File: src/inc/lvdw_defines.svh
// Register offsets, field positions, reset values and timing counts of the low-voltage block
`ifndef LVDW_DEFINES_SVH
`define LVDW_DEFINES_SVH

`define LVDW_OFF_CTRL      4'h0
`define LVDW_OFF_IRQC      4'h1
`define LVDW_OFF_FLAGS     4'h2
`define LVDW_OFF_GRPF      4'h3
`define LVDW_OFF_GRPE      4'h4
`define LVDW_OFF_WCAUSE    4'h5

`define LVDW_CTRL_SEL_LSB  0
`define LVDW_CTRL_SEL_MSB  2
`define LVDW_CTRL_EN_BIT   4
`define LVDW_CTRL_OUT_BIT  5

`define LVDW_IRQC_GIE_BIT  0
`define LVDW_IRQC_LVIE_BIT 1
`define LVDW_IRQC_HALE_BIT 2

`define LVDW_FLG_LV_BIT    0
`define LVDW_FLG_HALL_BIT  1

`define LVDW_RST_CTRL      8'h00
`define LVDW_RST_IRQC      8'h00
`define LVDW_RST_GRP       8'h00

`define LVDW_CLK_NS        50
`define LVDW_IRQ_DLY_NS    15000
`define LVDW_IRQ_DLY_CYC   ((`LVDW_IRQ_DLY_NS + `LVDW_CLK_NS - 1) / `LVDW_CLK_NS)

`endif

File: src/inc/lvdw_pkg.sv
// Types shared by the low-voltage detect and wake-up block
package lvdw_pkg;

   typedef struct packed {
      logic [3:0] addr;
      logic [7:0] wdata;
      logic       wr;
      logic       rd;
   } lvdw_bus_t;

   typedef enum logic [1:0] {
      LVDW_SVC_IDLE = 2'b01,
      LVDW_SVC_PUSH = 2'b10
   } lvdw_svc_t;

endpackage

File: src/core/lvdw_top.sv
// Low-voltage detector control, interrupt flags, service and wake-up logic
//
// Added by the designer: the address map and the plain strobed port.
`timescale 1ns/1ps
`default_nettype none
`include "lvdw_defines.svh"

module lvdw_top import lvdw_pkg::*; #(
   parameter int unsigned LVD_DELAY_CYC = `LVDW_IRQ_DLY_CYC,
   parameter int unsigned LV_GROUP      = 0
) (
   input  wire logic       i_clk,
   input  wire logic       i_rst_b,
   input  wire lvdw_bus_t  i_bus,
   output logic [7:0]      o_rdata,
   input  wire logic       i_lv_cmp,
   output logic            o_lv_enable,
   output logic [2:0]      o_lv_level,
   input  wire logic       i_hall_evt,
   input  wire logic [7:0] i_grp_evt,
   input  wire logic       i_sleep,
   output logic            o_wake,
   output logic            o_vec_req,
   input  wire logic       i_irq_ack,
   output logic            o_push_pc,
   output logic [3:0]      o_vec_idx,
   input  wire logic       i_return_from_interrupt,
   input  wire logic       i_return_from_subroutine
);

   function automatic logic hit(input lvdw_bus_t b, input logic [3:0] off);
      hit = (b.addr == off);
   endfunction

   // Lowest index wins: hall first, then group zero upward
   function automatic logic [3:0] pick(input logic [8:0] p);
      pick = 4'h0;
      for (int i = 8; i >= 0; i--) begin
         if (p[i]) begin
            pick = 4'(i);
         end
      end
   endfunction

   logic       cmp_s;
   logic       lv_flag;
   logic       lv_fire;
   logic [2:0] sel_r;
   logic       en_r;
   logic       global_irq_enable_r;
   logic       lvie_r;
   logic       hale_r;
   logic       lvf_r;
   logic       hall_group_flag_r;
   logic [7:0] grpf_r;
   logic [7:0] grpe_r;
   logic [9:0] prev_r;
   logic [9:0] wcause_r;
   logic       wake_r;
   logic [7:0] rdata_r;
   logic [3:0] vec_idx_r;
   lvdw_svc_t  svc_r;
   lvdw_svc_t  svc_nxt;
   logic [8:0] pend;
   logic [8:0] svc_clr;
   logic [9:0] all_flags;
   logic [9:0] rises;
   logic       ack_take;
   logic       wr_ctrl;
   logic       wr_irqc;
   logic       wr_flags;
   logic       wr_grpf;
   logic       wr_grpe;
   logic       wr_wcause;
   logic [7:0] rd_nxt;

   assign wr_ctrl   = i_bus.wr && hit(i_bus, `LVDW_OFF_CTRL);
   assign wr_irqc   = i_bus.wr && hit(i_bus, `LVDW_OFF_IRQC);
   assign wr_flags  = i_bus.wr && hit(i_bus, `LVDW_OFF_FLAGS);
   assign wr_grpf   = i_bus.wr && hit(i_bus, `LVDW_OFF_GRPF);
   assign wr_grpe   = i_bus.wr && hit(i_bus, `LVDW_OFF_GRPE);
   assign wr_wcause = i_bus.wr && hit(i_bus, `LVDW_OFF_WCAUSE);

   // Detector front end
   lvdw_sync2 u_sync (
      .i_clk   (i_clk),
      .i_rst_b (i_rst_b),
      .i_async (i_lv_cmp),
      .o_sync  (cmp_s)
   );

   // A switched-off detector reports no low voltage
   assign lv_flag = en_r & cmp_s;

   lvdw_delay #(
      .N (LVD_DELAY_CYC)
   ) u_delay (
      .i_clk   (i_clk),
      .i_rst_b (i_rst_b),
      .i_level (lv_flag),
      .o_fire  (lv_fire)
   );

   // Sleep does not gate the enable to the analog side
   assign o_lv_enable = en_r;
   assign o_lv_level  = sel_r;

   always_ff @(posedge i_clk or negedge i_rst_b) begin
      if (!i_rst_b) begin
         sel_r <= 3'(`LVDW_RST_CTRL);
         en_r  <= 1'b0;
      end else if (wr_ctrl) begin
         sel_r <= i_bus.wdata[`LVDW_CTRL_SEL_MSB:`LVDW_CTRL_SEL_LSB];
         en_r  <= i_bus.wdata[`LVDW_CTRL_EN_BIT];
      end
   end

   // Global enable: cleared on entry, set by return from interrupt
   always_ff @(posedge i_clk or negedge i_rst_b) begin
      if (!i_rst_b) begin
         global_irq_enable_r <= 1'b0;
         lvie_r              <= 1'b0;
         hale_r              <= 1'b0;
      end else begin
         if (ack_take) begin
            global_irq_enable_r <= 1'b0;
         end else if (i_return_from_interrupt) begin
            global_irq_enable_r <= 1'b1;
         end else if (wr_irqc) begin
            global_irq_enable_r <= i_bus.wdata[`LVDW_IRQC_GIE_BIT];
         end
         // Plain return has no path into the enable
         if (wr_irqc) begin
            lvie_r <= i_bus.wdata[`LVDW_IRQC_LVIE_BIT];
            hale_r <= i_bus.wdata[`LVDW_IRQC_HALE_BIT];
         end
      end
   end

   // Source flags: hardware set beats any clear in the same cycle
   always_ff @(posedge i_clk or negedge i_rst_b) begin
      if (!i_rst_b) begin
         lvf_r             <= 1'b0;
         hall_group_flag_r <= 1'b0;
      end else begin
         if (lv_fire) begin
            lvf_r <= 1'b1;
         end else if (wr_flags) begin
            lvf_r <= i_bus.wdata[`LVDW_FLG_LV_BIT];
         end
         if (i_hall_evt) begin
            hall_group_flag_r <= 1'b1;
         end else if (svc_clr[0]) begin
            hall_group_flag_r <= 1'b0;
         end else if (wr_flags) begin
            hall_group_flag_r <= i_bus.wdata[`LVDW_FLG_HALL_BIT];
         end
      end
   end

   // Grouped flags; the low-voltage source feeds one group
   for (genvar k = 0; k < 8; k++) begin : g_grp
      logic set_k;
      if (k == LV_GROUP) begin : g_lv
         assign set_k = i_grp_evt[k] | (lv_fire & lvie_r);
      end else begin : g_oth
         assign set_k = i_grp_evt[k];
      end
      always_ff @(posedge i_clk or negedge i_rst_b) begin
         if (!i_rst_b) begin
            grpf_r[k] <= 1'b0;
         end else if (set_k) begin
            grpf_r[k] <= 1'b1;
         end else if (svc_clr[k+1]) begin
            grpf_r[k] <= 1'b0;
         end else if (wr_grpf) begin
            grpf_r[k] <= i_bus.wdata[k];
         end
      end
   end

   always_ff @(posedge i_clk or negedge i_rst_b) begin
      if (!i_rst_b) begin
         grpe_r <= `LVDW_RST_GRP;
      end else if (wr_grpe) begin
         grpe_r <= i_bus.wdata;
      end
   end

   // Service: request, acknowledge, then one push cycle
   assign pend      = {grpf_r & grpe_r, hall_group_flag_r & hale_r};
   assign o_vec_req = global_irq_enable_r && (|pend) && (svc_r == LVDW_SVC_IDLE);
   assign ack_take  = i_irq_ack && o_vec_req;

   always_comb begin
      svc_clr = 9'h000;
      if (ack_take) begin
         svc_clr[pick(pend)] = 1'b1;
      end
   end

   always_comb begin
      case (svc_r)
         LVDW_SVC_IDLE: svc_nxt = ack_take ? LVDW_SVC_PUSH : LVDW_SVC_IDLE;
         LVDW_SVC_PUSH: svc_nxt = LVDW_SVC_IDLE;
         default:       svc_nxt = LVDW_SVC_IDLE;
      endcase
   end

   always_ff @(posedge i_clk or negedge i_rst_b) begin
      if (!i_rst_b) begin
         svc_r     <= LVDW_SVC_IDLE;
         vec_idx_r <= 4'h0;
      end else begin
         svc_r <= svc_nxt;
         if (ack_take) begin
            vec_idx_r <= pick(pend);
         end
      end
   end

   // Only the return address goes on the stack
   assign o_push_pc = (svc_r == LVDW_SVC_PUSH);
   assign o_vec_idx = vec_idx_r;

   // Wake-up: any flag edge, enables play no part
   assign all_flags = {grpf_r, hall_group_flag_r, lvf_r};
   assign rises     = all_flags & ~prev_r;

   always_ff @(posedge i_clk or negedge i_rst_b) begin
      if (!i_rst_b) begin
         prev_r   <= 10'h000;
         wake_r   <= 1'b0;
         wcause_r <= 10'h000;
      end else begin
         prev_r <= all_flags;
         wake_r <= i_sleep && (|rises);
         if (i_sleep && (|rises)) begin
            wcause_r <= wcause_r | rises;
         end else if (wr_wcause) begin
            wcause_r <= 10'h000;
         end
      end
   end

   assign o_wake = wake_r;

   // Read port: data only in the cycle after the strobe
   always_comb begin
      rd_nxt = 8'h00;
      if (hit(i_bus, `LVDW_OFF_CTRL)) begin
         rd_nxt = {2'b00, lv_flag, en_r, 1'b0, sel_r};
      end else if (hit(i_bus, `LVDW_OFF_IRQC)) begin
         rd_nxt = {5'h00, hale_r, lvie_r, global_irq_enable_r};
      end else if (hit(i_bus, `LVDW_OFF_FLAGS)) begin
         rd_nxt = {6'h00, hall_group_flag_r, lvf_r};
      end else if (hit(i_bus, `LVDW_OFF_GRPF)) begin
         rd_nxt = grpf_r;
      end else if (hit(i_bus, `LVDW_OFF_GRPE)) begin
         rd_nxt = grpe_r;
      end else if (hit(i_bus, `LVDW_OFF_WCAUSE)) begin
         rd_nxt = wcause_r[7:0];
      end
   end

   always_ff @(posedge i_clk or negedge i_rst_b) begin
      if (!i_rst_b) begin
         rdata_r <= 8'h00;
      end else begin
         rdata_r <= i_bus.rd ? rd_nxt : 8'h00;
      end
   end

   assign o_rdata = rdata_r;
endmodule
`default_nettype wire

File: src/core/lvdw_sync2.sv
// Two flip-flop synchroniser for the asynchronous comparator level
`timescale 1ns/1ps
`default_nettype none

module lvdw_sync2 (
   input  wire logic i_clk,
   input  wire logic i_rst_b,
   input  wire logic i_async,
   output logic      o_sync
);

   logic meta_r;
   logic sync_r;

   // First stage is read by the second stage only
   always_ff @(posedge i_clk or negedge i_rst_b) begin
      if (!i_rst_b) begin
         meta_r <= 1'b0;
         sync_r <= 1'b0;
      end else begin
         meta_r <= i_async;
         sync_r <= meta_r;
      end
   end

   assign o_sync = sync_r;

endmodule
`default_nettype wire

File: src/core/lvdw_delay.sv
// Fires one pulse once a level has been high for a fixed number of cycles
`timescale 1ns/1ps
`default_nettype none

module lvdw_delay #(
   parameter int unsigned N = 300
) (
   input  wire logic i_clk,
   input  wire logic i_rst_b,
   input  wire logic i_level,
   output logic      o_fire
);

   localparam int unsigned CW = $clog2(N + 1);

   logic [CW-1:0] cnt_r;
   logic          done_r;
   logic          fire_r;

   // A glitch low restarts the wait; one pulse per high period
   always_ff @(posedge i_clk or negedge i_rst_b) begin
      if (!i_rst_b) begin
         cnt_r  <= '0;
         done_r <= 1'b0;
         fire_r <= 1'b0;
      end else if (!i_level) begin
         cnt_r  <= '0;
         done_r <= 1'b0;
         fire_r <= 1'b0;
      end else if (!done_r && cnt_r == CW'(N - 1)) begin
         done_r <= 1'b1;
         fire_r <= 1'b1;
      end else begin
         fire_r <= 1'b0;
         if (!done_r) begin
            cnt_r <= cnt_r + CW'(1);
         end
      end
   end

   assign o_fire = fire_r;
endmodule
`default_nettype wire

File: config.mk
export PLATFORM = sky130hd
export DESIGN_NAME = lvdw_top
export DESIGN_NICKNAME = d
export VERILOG_FILES = /design/src/inc/lvdw_pkg.sv /design/src/core/lvdw_top.sv /design/src/core/lvdw_sync2.sv /design/src/core/lvdw_delay.sv
export VERILOG_INCLUDE_DIRS = /design/src /design/src/inc
export SDC_FILE = /design/constraint.sdc
export NUM_CORES = 1
export LEC_CHECK = 0
export ABC_AREA = 1
export ABC_CLOCK_PERIOD_IN_PS = 1800
export BUFFER_PORTS_ARGS = -buffer_cell sky130_fd_sc_hd__buf_2
export CORE_MARGIN = 2
export CORE_UTILIZATION = 51
export CTS_BUF_LIST = sky130_fd_sc_hd__clkbuf_4 sky130_fd_sc_hd__clkbuf_8
export CTS_CLUSTER_SIZE = 28
export DETAILED_ROUTE_END_ITERATION = 8
export GPL_ROUTABILITY_DRIVEN = 1
export HOLD_SLACK_MARGIN = 0.15
export PLACE_DENSITY = 0.84
export SYNTH_ARGS = -nofsm -noshare
export SYNTH_HDL_FRONTEND = slang
export SYNTH_SLANG_ARGS = --single-unit
File: constraint.sdc
create_clock -name i_clk -period 1.8 [get_ports i_clk]
set_input_delay 0.36 -clock i_clk [delete_from_list [all_inputs] [get_ports i_clk]]
set_output_delay 0.36 -clock i_clk [all_outputs]
set_load 0.02 [all_outputs]
==> results.json, run 1 <==
{
  "status": "completed",
  "syn_avg_cell_area_um2": 8.28,
  "slew_violations": 0,
  "numClockSinks": 71,
  "boundaryPins": 49,
  "wl_per_cell_um": 14.1,
  "nets": 507,
  "core-area_um2": 6310,
  "layout_setup_ws_ns": 0.0191,
  "synth_cell_types": 37,
  "hold_viol": 0,
  "arrival_ns": 1.42,
  "critPathMaxFanout": 3,
  "worstPathRequired_ns": 1.44,
  "stdcell_count": 558,
  "clkSlewWorstSetupHoldPaths_ns": 0.08,
  "grt.total_usage_pct": 23.2,
  "finalCritPeriodShare_pct": 98.9,
  "vias": 2949,
  "grt_antenna_before_repair": 0,
  "die_area_um2": 7160,
  "end_kind": "primary output",
  "grt_pass1_vias": 2870,
  "ir_drop_uv": 532,
  "wirelength_mm": 7.86,
  "areaGrowthSynthToFinish_pct": 22.4,
  "cts_made_buffers": 9,
  "drive_above_1_share_pct": 23.9,
  "p_per_area_nw_per_um2": 1120,
  "dp_hpwl_mm": 5.39,
  "netlist_area_um2": 3310,
  "critPathKind": "flop to primary output",
  "diodes": 0,
  "yosysSeqAreaShare_pct": 53.7,
  "synthTopCellsByArea": "dfrtp_1, nand2_1, inv_1",
  "synth_nets": 431,
  "timing.fmax_mhz": 562,
  "clockBufferDepth": 2,
  "fillers": 488,
  "port_buffers": 47,
  "synth_top_cell_area_share_pct": 52.9,
  "viasPerCell": 5.28,
  "dieWidth_um": 84.6,
  "yosys.area.top_type": "dfrtp_1",
  "max-slew-margin-rel_pct": 75.3,
  "setup.worst_path.start_class": "flop",
  "clock-root-buffer": "clkbuf_8",
  "skew_ns": 0.00853,
  "clk_latency_ns": 0.35,
  "rsz0062_at_grt": "yes",
  "grt_max_degree": 72,
  "first_pass_iters": 5,
  "min_from": "i_grp_evt[3]",
  "cts_tree": "built",
  "holdCritPathClass": "primary input to flop",
  "start_util_pct": 52.5,
  "placedCellCount": 526,
  "tightest_slew_ns": 0.371,
  "crit_start": "grpe_r[0]",
  "grt_pass1_wl_mm": 13.0,
  "gp_congestion": 0.842,
  "final-setup-viol-count": 0,
  "antenna_left": 0,
  "yosysWarnings": 0,
  "total_power_w": 0.00454,
  "htree_levels": 3,
  "synth_cells": 400,
  "drc": 0,
  "fp-row-count": 29,
  "synth_seq_cells": 71,
  "grt_remaining_overflow": 0,
  "place_ws_ns": 0.119,
  "power.leakage_nw": 2.17,
  "first_iter_violations": 266,
  "fp.dieH_um": 84.6,
  "r2r-start": "u_delay.cnt_r[0]",
  "fin_crit_ns": 1.78,
  "maxCapViolCount": 0
}
## layer usage
layer  GRT usage, %  vias up  share of wire (%)
met1           30.6     1387                 42
li1               -     1426                  -
met2           37.6      111                 49
met4           9.09        0                2.5
met3           5.21       25                5.9
met5              0        -                  0
## repair_timing
item	CTS	global route
gates resized for setup	6	4
cloned	0	0
hold buffers	2	0
pin swaps	4	1
setup buffers	12	2
hold endpoints to repair	71	0
setup endpoints to repair	1	6
## cell usage after synthesis
cell / instances
a21oi_2: 2
a41oi_1: 2
nand3b_1: 1
dfstp_2: 1
and3_1: 2
a21o_1: 1
o21ai_2: 3
a31oi_1: 1
mux2_1: 1
o21a_1: 1
nand3_2: 1
nor2_2: 3
dfrtp_1: 70
o21ai_1: 4
o22ai_1: 2
nand2_2: 4
o31ai_1: 3
a21oi_1: 19
xor2_1: 2
or2_2: 2
nand4_1: 3
nor2_4: 2
buf_6: 2
nor3_1: 4
inv_1: 48
nand2_1: 133
nor4_1: 2
ha_1: 1
nor3b_4: 1
nand2_4: 1
nand3_4: 1
o211ai_1: 3
o21ai_0: 26
nor2_1: 30
buf_4: 1
nand3_1: 12
inv_2: 5
## cells in the final DEF, fill, tap and decap left out, types with 2 or more instances in the layout
cell / count
nand2_1: 127
dfrtp_1: 70
inv_1: 48
buf_2: 47
nor2_1: 29
o21ai_0: 26
a21oi_1: 19
buf_4: 18
nand3_1: 12
nand2_2: 10
clkbuf_8: 10
inv_2: 5
nor2_4: 4
nor3_1: 4
o21ai_1: 4
o211ai_1: 3
nand4_1: 3
o31ai_1: 3
o21ai_2: 3
o22ai_1: 2
nor4_1: 2
nor2_2: 2
a41oi_1: 2
nand3_4: 2
and3_1: 2
a21oi_2: 2
or2_2: 2
xor2_1: 2
bufinv_16: 2
inv_6: 2
dlygate4sd3_1: 2
## stage by stage
step                hold WS, ns  utilization, %  TNS (ns)  area [µm²]
floorplan                0.0644               -         0        3310
global placement          0.336            58.0         0        3660
detailed placement        0.340            58.0         0        3660
CTS                       0.186            63.8         0        4030
global route              0.201            64.2    -0.193        4050
finish                    0.192            64.2         0        4050
## worst paths after layout
check                                    to  slack (ns)  cells after the start
setup reg to reg           u_delay.cnt_r[6]        0.10                      8
setup / recovery                  o_vec_req        0.02                      7
hold / removal                 all_flags[5]        0.19                      3
min in group asynchronous      o_vec_idx[2]        0.55                      3
max in group asynchronous          svc_r[0]        0.95                      3
hold reg to reg               u_sync.o_sync        0.35                      0
## area by class of cell
class / instances / area [µm²] / share of cell area [%]
Tap cell: 77 / 96.3 / 2.38
Inverter: 53 / 199 / 4.91
Clock buffer: 10 / 138 / 3.40
Multi-Input combinational cell: 273 / 1340 / 33.1
Clock inverter: 6 / 91.3 / 2.25
Timing Repair Buffer: 68 / 410 / 10.1
Sequential cell: 71 / 1780 / 43.9
## state kept, by name, indices dropped and copies added, names as in the netlist
name and count:
u_delay.o_fire 1, o_vec_idx 4, u_sync.o_sync 1, hall_group_flag_r 1, grpe_r 8, global_irq_enable_r 1
prev_r 10, lvie_r 1, wcause_r 8, hale_r 1, u_sync.meta_r 1, u_delay.done_r 1
o_wake 1, all_flags 8, o_lv_enable 1, o_lv_level 3, u_delay.cnt_r 9, lvf_r 1
o_rdata 8, svc_r 2
## cell families after synthesis
kind of cell	Yosys count	synth area share (%)
and+or+nand+nor	202	26.5
DFF	71	53.7
AOI/OAI and AO/OA	67	11.6
buffers and inverters	56	6.91
xor gates and xnor gates	2	0.529
muxes	1	0.340
adders and majority gates	1	0.378
## critical path, cell delays in order (launching register included)
cell     delay, ns
dfrtp_1       0.42
nand2_2       0.10
nand2_2       0.08
nor2_4        0.15
nand3_4       0.08
nand2_1       0.06
inv_1         0.03
buf_2         0.15
## power by group
part	internal (W)	leakage, nW	switching [W]	total, W
combinational	0.000410	1.19	0.000716	0.00113
clock	0.000828	0.117	0.000631	0.00146
sequential	0.00181	0.862	0.000146	0.00196
(Power assumes the default switching activity.)
==> run 2: changes to the inputs <==
- ABC_AREA: 1 -> 0
- PLACE_DENSITY: 0.84 -> 0.83
- SYNTH_HIERARCHICAL: default -> 1
==> run 2 against run 1 <==
Net effect:
- the run now ends with negative setup slack left
- clock power is essentially flat
- critical path depth shrank 1
- fmax shrank 19%
- cell area is 5.7% higher
- sequential cell count unchanged
- routed wire length is 9.9% higher
- count of clock-buffer cells in the layout is 1 higher
- hold slack improved by 0.014 ns
- total power is 7.3% higher
- combinational power up 19%
- clock skew rose by 0.0029 ns
==> results.json, run 2 <==
{
  "yosysSeqAreaShare_pct": 51.7,
  "diodes": 0,
  "grt.total_usage_pct": 25.4,
  "synth_nets": 340,
  "boundaryPins": 49,
  "violations": "negative setup slack",
  "p_per_area_nw_per_um2": 1140,
  "yosys.area.top_type": "dfrtp_1",
  "grt_pass1_vias": 2989,
  "place_ws_ns": -0.0147,
  "dp_hpwl_mm": 5.94,
  "status": "finished with violations",
  "grt_max_degree": 72,
  "clock-root-buffer": "clkbuf_8",
  "maxCapViolCount": 0,
  "synth_top_cell_area_share_pct": 51.0,
  "first_pass_iters": 4,
  "max-slew-margin-rel_pct": 74.0,
  "whs_endpoint": "all_flags[5]",
  "clk_latency_ns": 0.35,
  "finalCritPeriodShare_pct": 122,
  "arrival_ns": 1.84,
  "final_common_cell": "dfrtp_1",
  "ir_drop_uv": 887,
  "rr_worst_depth": 6,
  "worstReg2RegEnd": "o_vec_idx[0]",
  "areaGrowthSynthToFinish_pct": 24.7,
  "r2r-start": "all_flags[4]",
  "start_util_pct": 53.5,
  "grt_pass1_wl_mm": 14.5,
  "slew_violations": 0,
  "power.leakage_nw": 1.98,
  "synthTopCellsByArea": "dfrtp_1, mux2_2, a22oi_1",
  "synth_cells": 309,
  "critPathKind": "flop to primary output",
  "layout_setup_ws_ns": -0.404,
  "htree_levels": 3,
  "fin_crit_ns": 2.20,
  "top_regs": "prev_r (10), u_delay/cnt_r (9)",
  "dieWidth_um": 86.1,
  "min_path_cells": 2,
  "clockBufferDepth": 2,
  "antenna_left": 0,
  "vias": 2819,
  "fp-row-count": 29,
  "synthFlopType": "dfrtp_1",
  "skew_ns": 0.0114,
  "largest_reg_flops": 10,
  "design_area_um2": 4280,
  "async_flop_share_pct": 100,
  "viasPerCell": 5.91,
  "critPathMaxFanout": 2,
  "syn_avg_cell_area_um2": 11.1,
  "gp_congestion": 0.902,
  "fp.dieH_um": 86.1,
  "rsz0062_at_grt": "yes",
  "core-area_um2": 6420,
  "synth.most_common_cell": "dfrtp_1",
  "numClockSinks": 71,
  "timing.fmax_mhz": 454,
  "holdCritPathClass": "primary input to flop",
  "synth_seq_cells": 71,
  "rrSetupSlack_ns": 0.06,
  "setup.worst_path.start_class": "flop",
  "worstPathRequired_ns": 1.44,
  "drive_above_1_share_pct": 36.3,
  "synth_top_cells_by_count": "dfrtp_1, nand2_1, nor2_1, a21oi_1, mux2_2",
  "synth_cell_types": 59,
  "largest-register": "prev_r",
  "clkSlewWorstSetupHoldPaths_ns": 0.08,
  "final_cell_mix": "dfrtp_1, buf_2, buf_4",
  "placed_cell_area_um2": 3930,
  "first_iter_violations": 261,
  "synth_edf_count": 0,
  "final-setup-viol-count": 1,
  "yosysWarnings": 6,
  "tightest_slew_ns": 0.390,
  "end_kind": "primary output",
  "wirelength_mm": 8.64,
  "wl_per_cell_um": 18.1,
  "cts_made_buffers": 9,
  "drc": 0,
  "min_from": "i_grp_evt[3]",
  "nets": 426,
  "port_buffers": 47,
  "grt_remaining_overflow": 0,
  "hold_viol": 0,
  "die_area_um2": 7410,
  "total_power_w": 0.00488,
  "cts_tree": "built",
  "netlist_area_um2": 3440,
  "grt_antenna_before_repair": 0
}
run 2: cell count changes after synthesis, sizes merged, moves of 5 or more:
| cell | delta |
|---|---|
| nand2 | -116 |
| inv | -46 |
| o21ai | -20 |
| mux2 | +19 |
| a22oi | +15 |
| nor2b | +15 |
| nor2 | -14 |
| and2 | +9 |
| nand3 | -9 |
| mux2i | +7 |
| buf | +5 |
run 2: how the worst max path moves through the flow:
stage	start	to	depth (start not counted)
after floorplan	all_flags[7]	o_vec_req	4
after global routing	all_flags[7]	o_vec_req	6
final	all_flags[7]	o_vec_req	6
after global placement	all_flags[8]	wcause_r[4]	6
after CTS	grpe_r[5]	o_vec_req	6
after detailed placement	all_flags[8]	wcause_r[4]	6
run 2: critical path: stages, from the launching register on:
cell and delay [ns]:
dfrtp_1 0.40, a22oi_2 0.23, buf_4 0.15, nand4_1 0.14, a21oi_2 0.19, and4bb_2 0.25, buf_6 0.13
run 2: layout make-up:
type                       count  area (µm²)
clock buffer                  11         145
tap                           77        96.3
inverter                       7        26.3
sequential                    71        1780
timing repair buffer          87         574
fill                         461        2140
multi-input combinational    219        1580
clock inverter                 5        81.3
run 2: report_power, final:
group	switching [W]	internal [W]	leakage, nW
Clock	0.000601	0.000833	0.113
Sequential	0.000225	0.00188	0.835
Combinational	0.000708	0.000630	1.03
Total	0.00153	0.00334	1.98
run 2: what timing repair did:
item / CTS / global route
setup buffers: 10 / 1
resized for setup: 13 / 3
endpoints found under the hold margin: 71 / 0
pin swaps: 3 / 5
endpoints found under the setup margin: 2 / 12
hold buffers: 2 / 0
run 2: logic make-up after synthesis:
| kind of cell | after synthesis | share of synthesized area, % |
|---|---|---|
| flops | 71 | 51.7 |
| xor+xnor | 3 | 0.765 |
| simple gates | 109 | 19.2 |
| mux | 28 | 9.47 |
| fa+ha+maj | 1 | 0.364 |
| compound gates | 78 | 15.4 |
| buf+inv | 19 | 3.06 |
run 2: stage by stage:
step	hold slack, ns	TNS [ns]	utilization, %	std cells
2_1_floorplan	0.0644	0	-	309
3_3_place_gp	0.337	0	61.1	451
3_5_place_dp	0.345	-0.0147	61.1	451
4_1_cts	0.193	-0.388	66.9	479
5_1_grt	0.216	-0.498	66.7	477
6_report	0.206	-0.404	66.7	477
run 2: per-layer routing:
layer  global-route usage (%)  wire, µm  vias up
met3                     5.10       550       13
met2                     40.0      4190      114
met1                     33.4      3730     1396
li1                         -         -     1296
met4                     13.1       163        0
met5                        0         0        -
